$ cat src/verilog/jtid_pkg.sv
// package: constants and types of the identification and security test port
package jtid_pkg;

   // ----------------------------------------------------------------
   // instruction register
   // ----------------------------------------------------------------
   localparam int          IR_LEN         = 10;
   localparam logic [9:0]  IR_CAPTURE_VAL = 10'h001; // fixed 01 pattern in the low bits
   localparam logic [9:0]  OP_EXTEST      = 10'h000;
   localparam logic [9:0]  OP_SAMPLE      = 10'h055;
   localparam logic [9:0]  OP_DEVICE_IDENTIFICATION      = 10'h059;
   localparam logic [9:0]  OP_CFG_PROGRAM = 10'h2F4;
   localparam logic [9:0]  OP_CFG_READ    = 10'h205;
   localparam logic [9:0]  OP_CFG_SECURE  = 10'h2F9;
   localparam logic [9:0]  OP_CFG_ERASE   = 10'h2F2;
   localparam logic [9:0]  OP_BYPASS      = 10'h3FF;

   // ----------------------------------------------------------------
   // identification register layout
   // ----------------------------------------------------------------
   localparam int          ID_LEN         = 32;
   localparam int          ID_VER_POS     = 28;
   localparam int          ID_VER_W       = 4;
   localparam int          ID_PART_POS    = 12;
   localparam int          ID_PART_W      = 16;
   localparam int          ID_MFG_POS     = 1;
   localparam int          ID_MFG_W       = 11;
   localparam logic        ID_LSB_VAL     = 1'b1;

   // ----------------------------------------------------------------
   // configuration store and reset values
   // ----------------------------------------------------------------
   localparam int          CFG_W_DEF      = 16;
   localparam int          BSR_LEN_DEF    = 288;
   localparam logic        SEC_RST        = 1'b0;
   localparam logic        BYP_CAPTURE    = 1'b0;
   localparam logic [2:0]  RESET_TMS_CNT  = 3'h5;  // tms-high edges to reach reset

   // ----------------------------------------------------------------
   // controller states
   // ----------------------------------------------------------------
   typedef enum logic [3:0] {
      ST_RESET, ST_IDLE, ST_SEL_DR, ST_CAP_DR, ST_SH_DR, ST_EX1_DR, ST_PAU_DR,
      ST_EX2_DR, ST_UPD_DR, ST_SEL_IR, ST_CAP_IR, ST_SH_IR, ST_EX1_IR,
      ST_PAU_IR, ST_EX2_IR, ST_UPD_IR
   } jtid_state_e;

endpackage

$ cat src/verilog/jtid_tap.sv
// module: test access port with identification, bypass fallback and design security
module jtid_tap
   import jtid_pkg::*;
#(
   parameter bit                       HAS_BSCAN = 1'b0,
   parameter int                       BSR_LEN   = BSR_LEN_DEF,
   parameter int                       CFG_W     = CFG_W_DEF,
   parameter logic [ID_VER_W-1:0]      ID_VER    = 4'h1,       // value arbitrary
   parameter logic [ID_PART_W-1:0]     ID_PART   = 16'h1234,   // value arbitrary
   parameter logic [ID_MFG_W-1:0]      ID_MFG    = 11'h055     // value arbitrary
) (
   input  wire logic             I_CLK,
   input  wire logic             I_RST_N,
   input  wire logic             I_TCK,
   input  wire logic             I_TMS,
   input  wire logic             I_TDI,
   output logic                  O_TDO,
   output logic                  O_TDO_OE,
   output logic                  O_SECURED,
   output logic [CFG_W-1:0]      O_CFG_DATA
);

   // ----------------------------------------------------------------
   // identification word, leftmost field is the top
   // ----------------------------------------------------------------
   localparam logic [ID_LEN-1:0] ID_WORD = {ID_VER, ID_PART, ID_MFG, ID_LSB_VAL};

   logic [2:0]         pin_s;
   logic               tck_s;
   logic               tms_s;
   logic               tdi_s;
   logic               tck_prev_reg;
   logic               rise;
   logic               fall;

   jtid_state_e        state_reg,  state_next;
   logic [IR_LEN-1:0]  ir_sh_reg,  ir_sh_next;
   logic [IR_LEN-1:0]  ir_reg,     ir_next;
   logic [ID_LEN-1:0]  id_sh_reg,  id_sh_next;
   logic               byp_reg,    byp_next;
   logic [CFG_W-1:0]   cfg_sh_reg, cfg_sh_next;
   logic [BSR_LEN-1:0] bsr_reg,    bsr_next;
   logic [CFG_W-1:0]   cfg_reg,    cfg_next;
   logic               sec_reg,    sec_next;
   logic               tdo_reg,    tdo_next;
   logic               oe_reg,     oe_next;

   logic               sel_id;
   logic               sel_cfg;
   logic               sel_bsr;
   logic               dr_out;

   // ----------------------------------------------------------------
   // pin synchronisers and tck edge finding
   // ----------------------------------------------------------------
   jtid_sync #(
      .WIDTH   (3)
   ) u_sync (
      .I_CLK   (I_CLK),
      .I_RST_N (I_RST_N),
      .i_async ({I_TCK, I_TMS, I_TDI}),
      .o_sync  (pin_s)
   );

   assign tck_s = pin_s[2];
   assign tms_s = pin_s[1];
   assign tdi_s = pin_s[0];
   assign rise  = tck_s & ~tck_prev_reg;
   assign fall  = ~tck_s & tck_prev_reg;

   always_ff @(posedge I_CLK or negedge I_RST_N) begin
      if (!I_RST_N) begin
         tck_prev_reg <= 1'b0;
      end else begin
         tck_prev_reg <= tck_s;
      end
   end

   // ----------------------------------------------------------------
   // data register selection
   // ----------------------------------------------------------------
   // unknown codes fall back to bypass, as the port standard expects
   always_comb begin
      sel_id  = (ir_reg == OP_DEVICE_IDENTIFICATION);
      sel_cfg = (ir_reg == OP_CFG_PROGRAM) || (ir_reg == OP_CFG_READ);
      sel_bsr = HAS_BSCAN && ((ir_reg == OP_EXTEST) || (ir_reg == OP_SAMPLE));
      if (sel_id) begin
         dr_out = id_sh_reg[0];
      end else if (sel_cfg) begin
         dr_out = cfg_sh_reg[0];
      end else if (sel_bsr) begin
         dr_out = bsr_reg[0];
      end else begin
         dr_out = byp_reg;
      end
   end

   // ----------------------------------------------------------------
   // controller, shift paths and configuration store
   // ----------------------------------------------------------------
   always_comb begin
      state_next  = state_reg;
      ir_sh_next  = ir_sh_reg;
      ir_next     = ir_reg;
      id_sh_next  = id_sh_reg;
      byp_next    = byp_reg;
      cfg_sh_next = cfg_sh_reg;
      bsr_next    = bsr_reg;
      cfg_next    = cfg_reg;
      sec_next    = sec_reg;
      tdo_next    = tdo_reg;
      oe_next     = oe_reg;
      if (rise) begin
         // actions of the state being left, then the move
         case (state_reg)
            ST_RESET: begin
               ir_next = OP_DEVICE_IDENTIFICATION;           // device_identification is the default after reset
            end
            ST_CAP_IR: begin
               ir_sh_next = IR_CAPTURE_VAL;
            end
            ST_SH_IR: begin
               ir_sh_next = {tdi_s, ir_sh_reg[IR_LEN-1:1]};
            end
            ST_UPD_IR: begin
               ir_next = ir_sh_reg;
            end
            ST_CAP_DR: begin
               if (sel_id) begin
                  id_sh_next = ID_WORD;
               end else if (sel_cfg) begin
                  // a secured part hands back zeros, never the stored data
                  cfg_sh_next = sec_reg ? '0 : cfg_reg;
               end else begin
                  byp_next = BYP_CAPTURE;
               end
            end
            ST_SH_DR: begin
               if (sel_id) begin
                  id_sh_next = {tdi_s, id_sh_reg[ID_LEN-1:1]};
               end else if (sel_cfg) begin
                  cfg_sh_next = {tdi_s, cfg_sh_reg[CFG_W-1:1]};
               end else if (sel_bsr) begin
                  bsr_next = {tdi_s, bsr_reg[BSR_LEN-1:1]};
               end else begin
                  byp_next = tdi_s;
               end
            end
            ST_UPD_DR: begin
               if (ir_reg == OP_CFG_PROGRAM) begin
                  cfg_next = cfg_sh_reg;
               end else if (ir_reg == OP_CFG_SECURE) begin
                  sec_next = 1'b1;
               end else if (ir_reg == OP_CFG_ERASE) begin
                  // besides the I_RST_N reset, only this erase clears the security bit; an OP_CFG_PROGRAM update also rewrites the store
                  cfg_next = '0;
                  sec_next = SEC_RST;
               end
            end
            default: begin
            end
         endcase
         case (state_reg)
            ST_RESET:  state_next = tms_s ? ST_RESET  : ST_IDLE;
            ST_IDLE:   state_next = tms_s ? ST_SEL_DR : ST_IDLE;
            ST_SEL_DR: state_next = tms_s ? ST_SEL_IR : ST_CAP_DR;
            ST_CAP_DR: state_next = tms_s ? ST_EX1_DR : ST_SH_DR;
            ST_SH_DR:  state_next = tms_s ? ST_EX1_DR : ST_SH_DR;
            ST_EX1_DR: state_next = tms_s ? ST_UPD_DR : ST_PAU_DR;
            ST_PAU_DR: state_next = tms_s ? ST_EX2_DR : ST_PAU_DR;
            ST_EX2_DR: state_next = tms_s ? ST_UPD_DR : ST_SH_DR;
            ST_UPD_DR: state_next = tms_s ? ST_SEL_DR : ST_IDLE;
            ST_SEL_IR: state_next = tms_s ? ST_RESET  : ST_CAP_IR;
            ST_CAP_IR: state_next = tms_s ? ST_EX1_IR : ST_SH_IR;
            ST_SH_IR:  state_next = tms_s ? ST_EX1_IR : ST_SH_IR;
            ST_EX1_IR: state_next = tms_s ? ST_UPD_IR : ST_PAU_IR;
            ST_PAU_IR: state_next = tms_s ? ST_EX2_IR : ST_PAU_IR;
            ST_EX2_IR: state_next = tms_s ? ST_UPD_IR : ST_SH_IR;
            ST_UPD_IR: state_next = tms_s ? ST_SEL_DR : ST_IDLE;
            default:   state_next = ST_RESET;
         endcase
      end
      if (fall) begin
         // tdo moves on the falling edge so the host samples it on the rise
         if (state_reg == ST_SH_IR) begin
            tdo_next = ir_sh_reg[0];
            oe_next  = 1'b1;
         end else if (state_reg == ST_SH_DR) begin
            tdo_next = dr_out;
            oe_next  = 1'b1;
         end else begin
            tdo_next = 1'b0;
            oe_next  = 1'b0;
         end
      end
   end

   // ----------------------------------------------------------------
   // state registers
   // ----------------------------------------------------------------
   // the security bit is nonvolatile in spirit: the tap reset never touches it
   always_ff @(posedge I_CLK or negedge I_RST_N) begin
      if (!I_RST_N) begin
         state_reg  <= ST_RESET;
         ir_sh_reg  <= IR_CAPTURE_VAL;
         ir_reg     <= OP_DEVICE_IDENTIFICATION;
         id_sh_reg  <= '0;
         byp_reg    <= BYP_CAPTURE;
         cfg_sh_reg <= '0;
         bsr_reg    <= '0;
         cfg_reg    <= '0;
         sec_reg    <= SEC_RST;
         tdo_reg    <= 1'b0;
         oe_reg     <= 1'b0;
      end else begin
         state_reg  <= state_next;
         ir_sh_reg  <= ir_sh_next;
         ir_reg     <= ir_next;
         id_sh_reg  <= id_sh_next;
         byp_reg    <= byp_next;
         cfg_sh_reg <= cfg_sh_next;
         bsr_reg    <= bsr_next;
         cfg_reg    <= cfg_next;
         sec_reg    <= sec_next;
         tdo_reg    <= tdo_next;
         oe_reg     <= oe_next;
      end
   end

   // ----------------------------------------------------------------
   // outputs
   // ----------------------------------------------------------------
   assign O_TDO      = tdo_reg;
   assign O_TDO_OE   = oe_reg;
   assign O_SECURED  = sec_reg;
   assign O_CFG_DATA = cfg_reg;

endmodule

$ cat src/verilog/jtid_sync.sv
// module: two-flop synchroniser for pins from outside the clock domain
module jtid_sync #(
   parameter int WIDTH = 1
) (
   input  wire logic             I_CLK,
   input  wire logic             I_RST_N,
   input  wire logic [WIDTH-1:0] i_async,
   output logic      [WIDTH-1:0] o_sync
);

   logic [WIDTH-1:0] meta_reg;
   logic [WIDTH-1:0] sync_reg;

   // ----------------------------------------------------------------
   // the first stage is read only by the second
   // ----------------------------------------------------------------
   always_ff @(posedge I_CLK or negedge I_RST_N) begin
      if (!I_RST_N) begin
         meta_reg <= '0;
         sync_reg <= '0;
      end else begin
         meta_reg <= i_async;
         sync_reg <= meta_reg;
      end
   end

   assign o_sync = sync_reg;

endmodule

$ cat config.mk
export PLATFORM = sky130hd
export DESIGN_NAME = jtid_tap
export DESIGN_NICKNAME = d
export VERILOG_FILES = /design/src/verilog/jtid_pkg.sv /design/src/verilog/jtid_tap.sv /design/src/verilog/jtid_sync.sv
export SDC_FILE = /design/constraint.sdc
export NUM_CORES = 1
export LEC_CHECK = 0
export ABC_AREA = 1
export BUFFER_PORTS_ARGS = -buffer_cell sky130_fd_sc_hd__buf_2
export CAP_MARGIN = 25
export CORE_MARGIN = 2
export CORE_UTILIZATION = 36
export DETAILED_ROUTE_END_ITERATION = 6
export MAX_ROUTING_LAYER = met4
export PLACE_DENSITY = 0.61
export SYNTH_ARGS = -nofsm -noshare
export SYNTH_HDL_FRONTEND = slang
export SYNTH_SLANG_ARGS = --single-unit
$ cat constraint.sdc
create_clock -name I_CLK -period 4.15 [get_ports I_CLK]
set_input_delay 0.83 -clock I_CLK [delete_from_list [all_inputs] [get_ports I_CLK]]
set_output_delay 0.83 -clock I_CLK [all_outputs]
set_load 0.05 [all_outputs]
==> results.toml <==
[status]
status = "complete, no violations"

[clock_tree]
cts-resized-gates = 0
cts_max_level = 3
clkLatencyLatePin_ns = 0.34
postCtsSetupBuffers = 0
numCtsBuffers = 9
clk_pin_slew_worst_paths_ns = 0.06
root_buffer = "clkbuf_16"
cts_hold_repair.buffers = 0
cts_buffer_depth = 2
cts_tree = "done"
clock-sinks = 99

[critical_path]
critical-path-top-delay-family = "simple AND/OR/NAND/NOR gates"
crit_slowest_cell = "dfrtp_1"
worstSetupPathType = "reg2reg"
path_cells = "inv_2, nand2_4, nor2_8, a21oi_2, nor2_4, nand3_4, o21ai_1, inv_1"
reg2reg_from = "state_reg[0]$_DFFE_PN0P_"
critPathMaxStageDelay_ns = 0.54
cp_data_arrival_time_ns = 2.54
r2r_slack_ns = 1.84
startpoint = "state_reg[0]$_DFFE_PN0P_"
worst-endpoint-required_ns = 4.38
end_kind = "flop"
crit_buf_inv = 2
cp_max_fo = 64
start_kind = "flop"

[grt]
grt_use_total_pct = 14.6
grt-ovfl-total = 0
antenna_found_initial = 0
grt_first_pass_wirelength_um = 14900
grt_max_degree = 65
first_global_vias = 3104

[floorplanning]
ios = 24
core_area_um2 = 12100
dieArea_um2 = 13400
die_y_um = 116
start_util_pct = 37.1
die_w_um = 116
rows = 40

[final_layout]
utilization_pct = 41.7
drive_gt1_share_pct = 13.6
nFillCells = 1205
largest_reg_flops = 32
diodes = 0
syn2layout_area_growth_pct = 12.4
layout.nets = 545

[sta]
fin_crit_ns = 2.31
fin_crit_sh_pct = 55.7
final_hold_viol_count = 0
max_slew_margin_pct = 35.3
drv_slew = 0
setup_slack_ns = 1.84
holdWs_ns = 0.347
tightestPinTransition_ns = 0.967
max_freq_mhz = 433
setup_viol = 0
fin_skew_ns = 0.00785
rsz0062_at_grt = "false"
setup_tns_ns = 0

[drt]
via_per_inst = 4.72
dr.first_iter.drc_count = 442
wl_per_cell_um = 12.1
drc = 0
num_vias = 3367
antenna_left = 0
firstDrtPassIters = 5
routed_wl_um = 8660

[synth]
ys_seq_area_share_pct = 55.3
syn_area_per_cell_um2 = 8.57
yosysUniqueCellTypes = 32
synth_seq_cells = 99
netlist.area_leader.share_pct = 52.4
synth_enable_flop_cells = 0
synthArstFlopShare_pct = 100
syn_area_um2 = 4490
synth_warnings = 0
synth_ff_type = "dfrtp_1"
synth_area_leaders = "dfrtp_1 52%, nand2_1 9.7%, inv_1 6.7%"
netlist_instances = 524
syn_nets = 529
yosys.area.top_type = "dfrtp_1"

[power_and_ir_drop]
p_leak_nw = 2.30
switching_share_pct = 30.9
p_sw_w = 0.000783
power_frac_seq_pct = 45.1
powerDensity_nw_per_um2 = 503
peakVddDrop_v = 0.000208
pwr-share-comb_pct = 20.9
intPower_w = 0.00175
p_clk_share_pct = 34.0

[placed_design]
gp_congestion = 0.944
pre_cts_ws_ns = 1.81
io_buffers = 23
dp_hpwl_um = 5590

[min_path]
hp-class = "reg2reg"
min_from = "u_sync.meta_reg[2]$_DFF_PN0_"

[job]
maxCapViolCount = 0
[power groups by stage]
stage	sequential (W)	combinational, W	clock (W)
final	0.00114	0.000529	0.000863
after global placement	0.00116	0.000517	0
after global routing	0.00116	0.000605	0.000934
after detailed placement	0.00116	0.000529	0
after CTS	0.00114	0.000532	0.000892
after floorplan	0.00115	0.000428	0
[placed cells by master (no fill, tap or decap), drive strengths merged, types with 9 or more instances in the layout]
master  count
nor2       42
a31oi      16
or2         9
dfrtp      94
clkbuf     12
nand2     118
o21ai      81
inv        82
buf        26
nand3      19
[cells by family (layout without fill, tap and decap cells)]
logic type             after synthesis  after routing  share of synthesized area, %
AND/OR/NAND/NOR                    199            199                          19.4
buffers and inverters              103            124                          9.28
AO/OA/AOI/OAI                      123            123                          16.0
flip-flops                          99             99                          55.3
[cells in the mapped netlist (7+ instances only)]
cell and number:
nand2_1 116, o21ai_0 41, inv_1 80, buf_2 11
a21oi_1 7, nand3_1 17, o31ai_2 8, a31oi_1 16
o21ai_1 40, or2_2 9, dfrtp_1 94, nor2_1 40
[final cells by class]
cell class	count	area (um^2)	share of cell area [%]
sequential	99	2480	49.2
multi-input combinational	322	1590	31.5
inverter	82	308	6.10
clock buffer	12	267	5.28
tap	168	210	4.17
timing repair buffer	26	140	2.78
clock inverter	4	47.5	0.942
[worst paths after layout]
check | to | cells past startpoint
worst min-delay path | u_sync.o_sync[2]$_DFF_PN0_ | 0
max in group asynchronous | id_sh_reg[21]$_DFFE_PN0P_ | 2
worst max-delay path | id_sh_reg[28]$_DFFE_PN0P_ | 8
worst min register to register | u_sync.o_sync[2]$_DFF_PN0_ | 0
worst max register to register | id_sh_reg[28]$_DFFE_PN0P_ | 8
min in group asynchronous | cfg_sh_reg[3]$_DFFE_PN0P_ | 1
[stage by stage]
stage,total power (W),instances,cell area (um^2)
after floorplan,0.00158,524,4490
after global placement,0.00168,697,4730
after detailed placement,0.00169,697,4730
after CTS,0.00257,713,5040
after global routing,0.00269,713,5040
final,0.00254,713,5040
[worst register-to-register path, cell delays in order (launching register included)]
cell     delay, ns
dfrtp_1       0.54
inv_2         0.17
nand2_4       0.08
nor2_8        0.24
a21oi_2       0.10
nor2_4        0.16
nand3_4       0.52
o21ai_1       0.35
inv_1         0.06
[per-layer routing]
metal	GRT usage (%)	up-vias	routed length (um)
li1	-	1715	-
met1	20.6	1579	4470
met2	20.5	67	3710
met3	4.34	6	388
met4	4.29	0	99
met5	-	-	0
No activity file was read; power rests on OpenSTA's default activity.
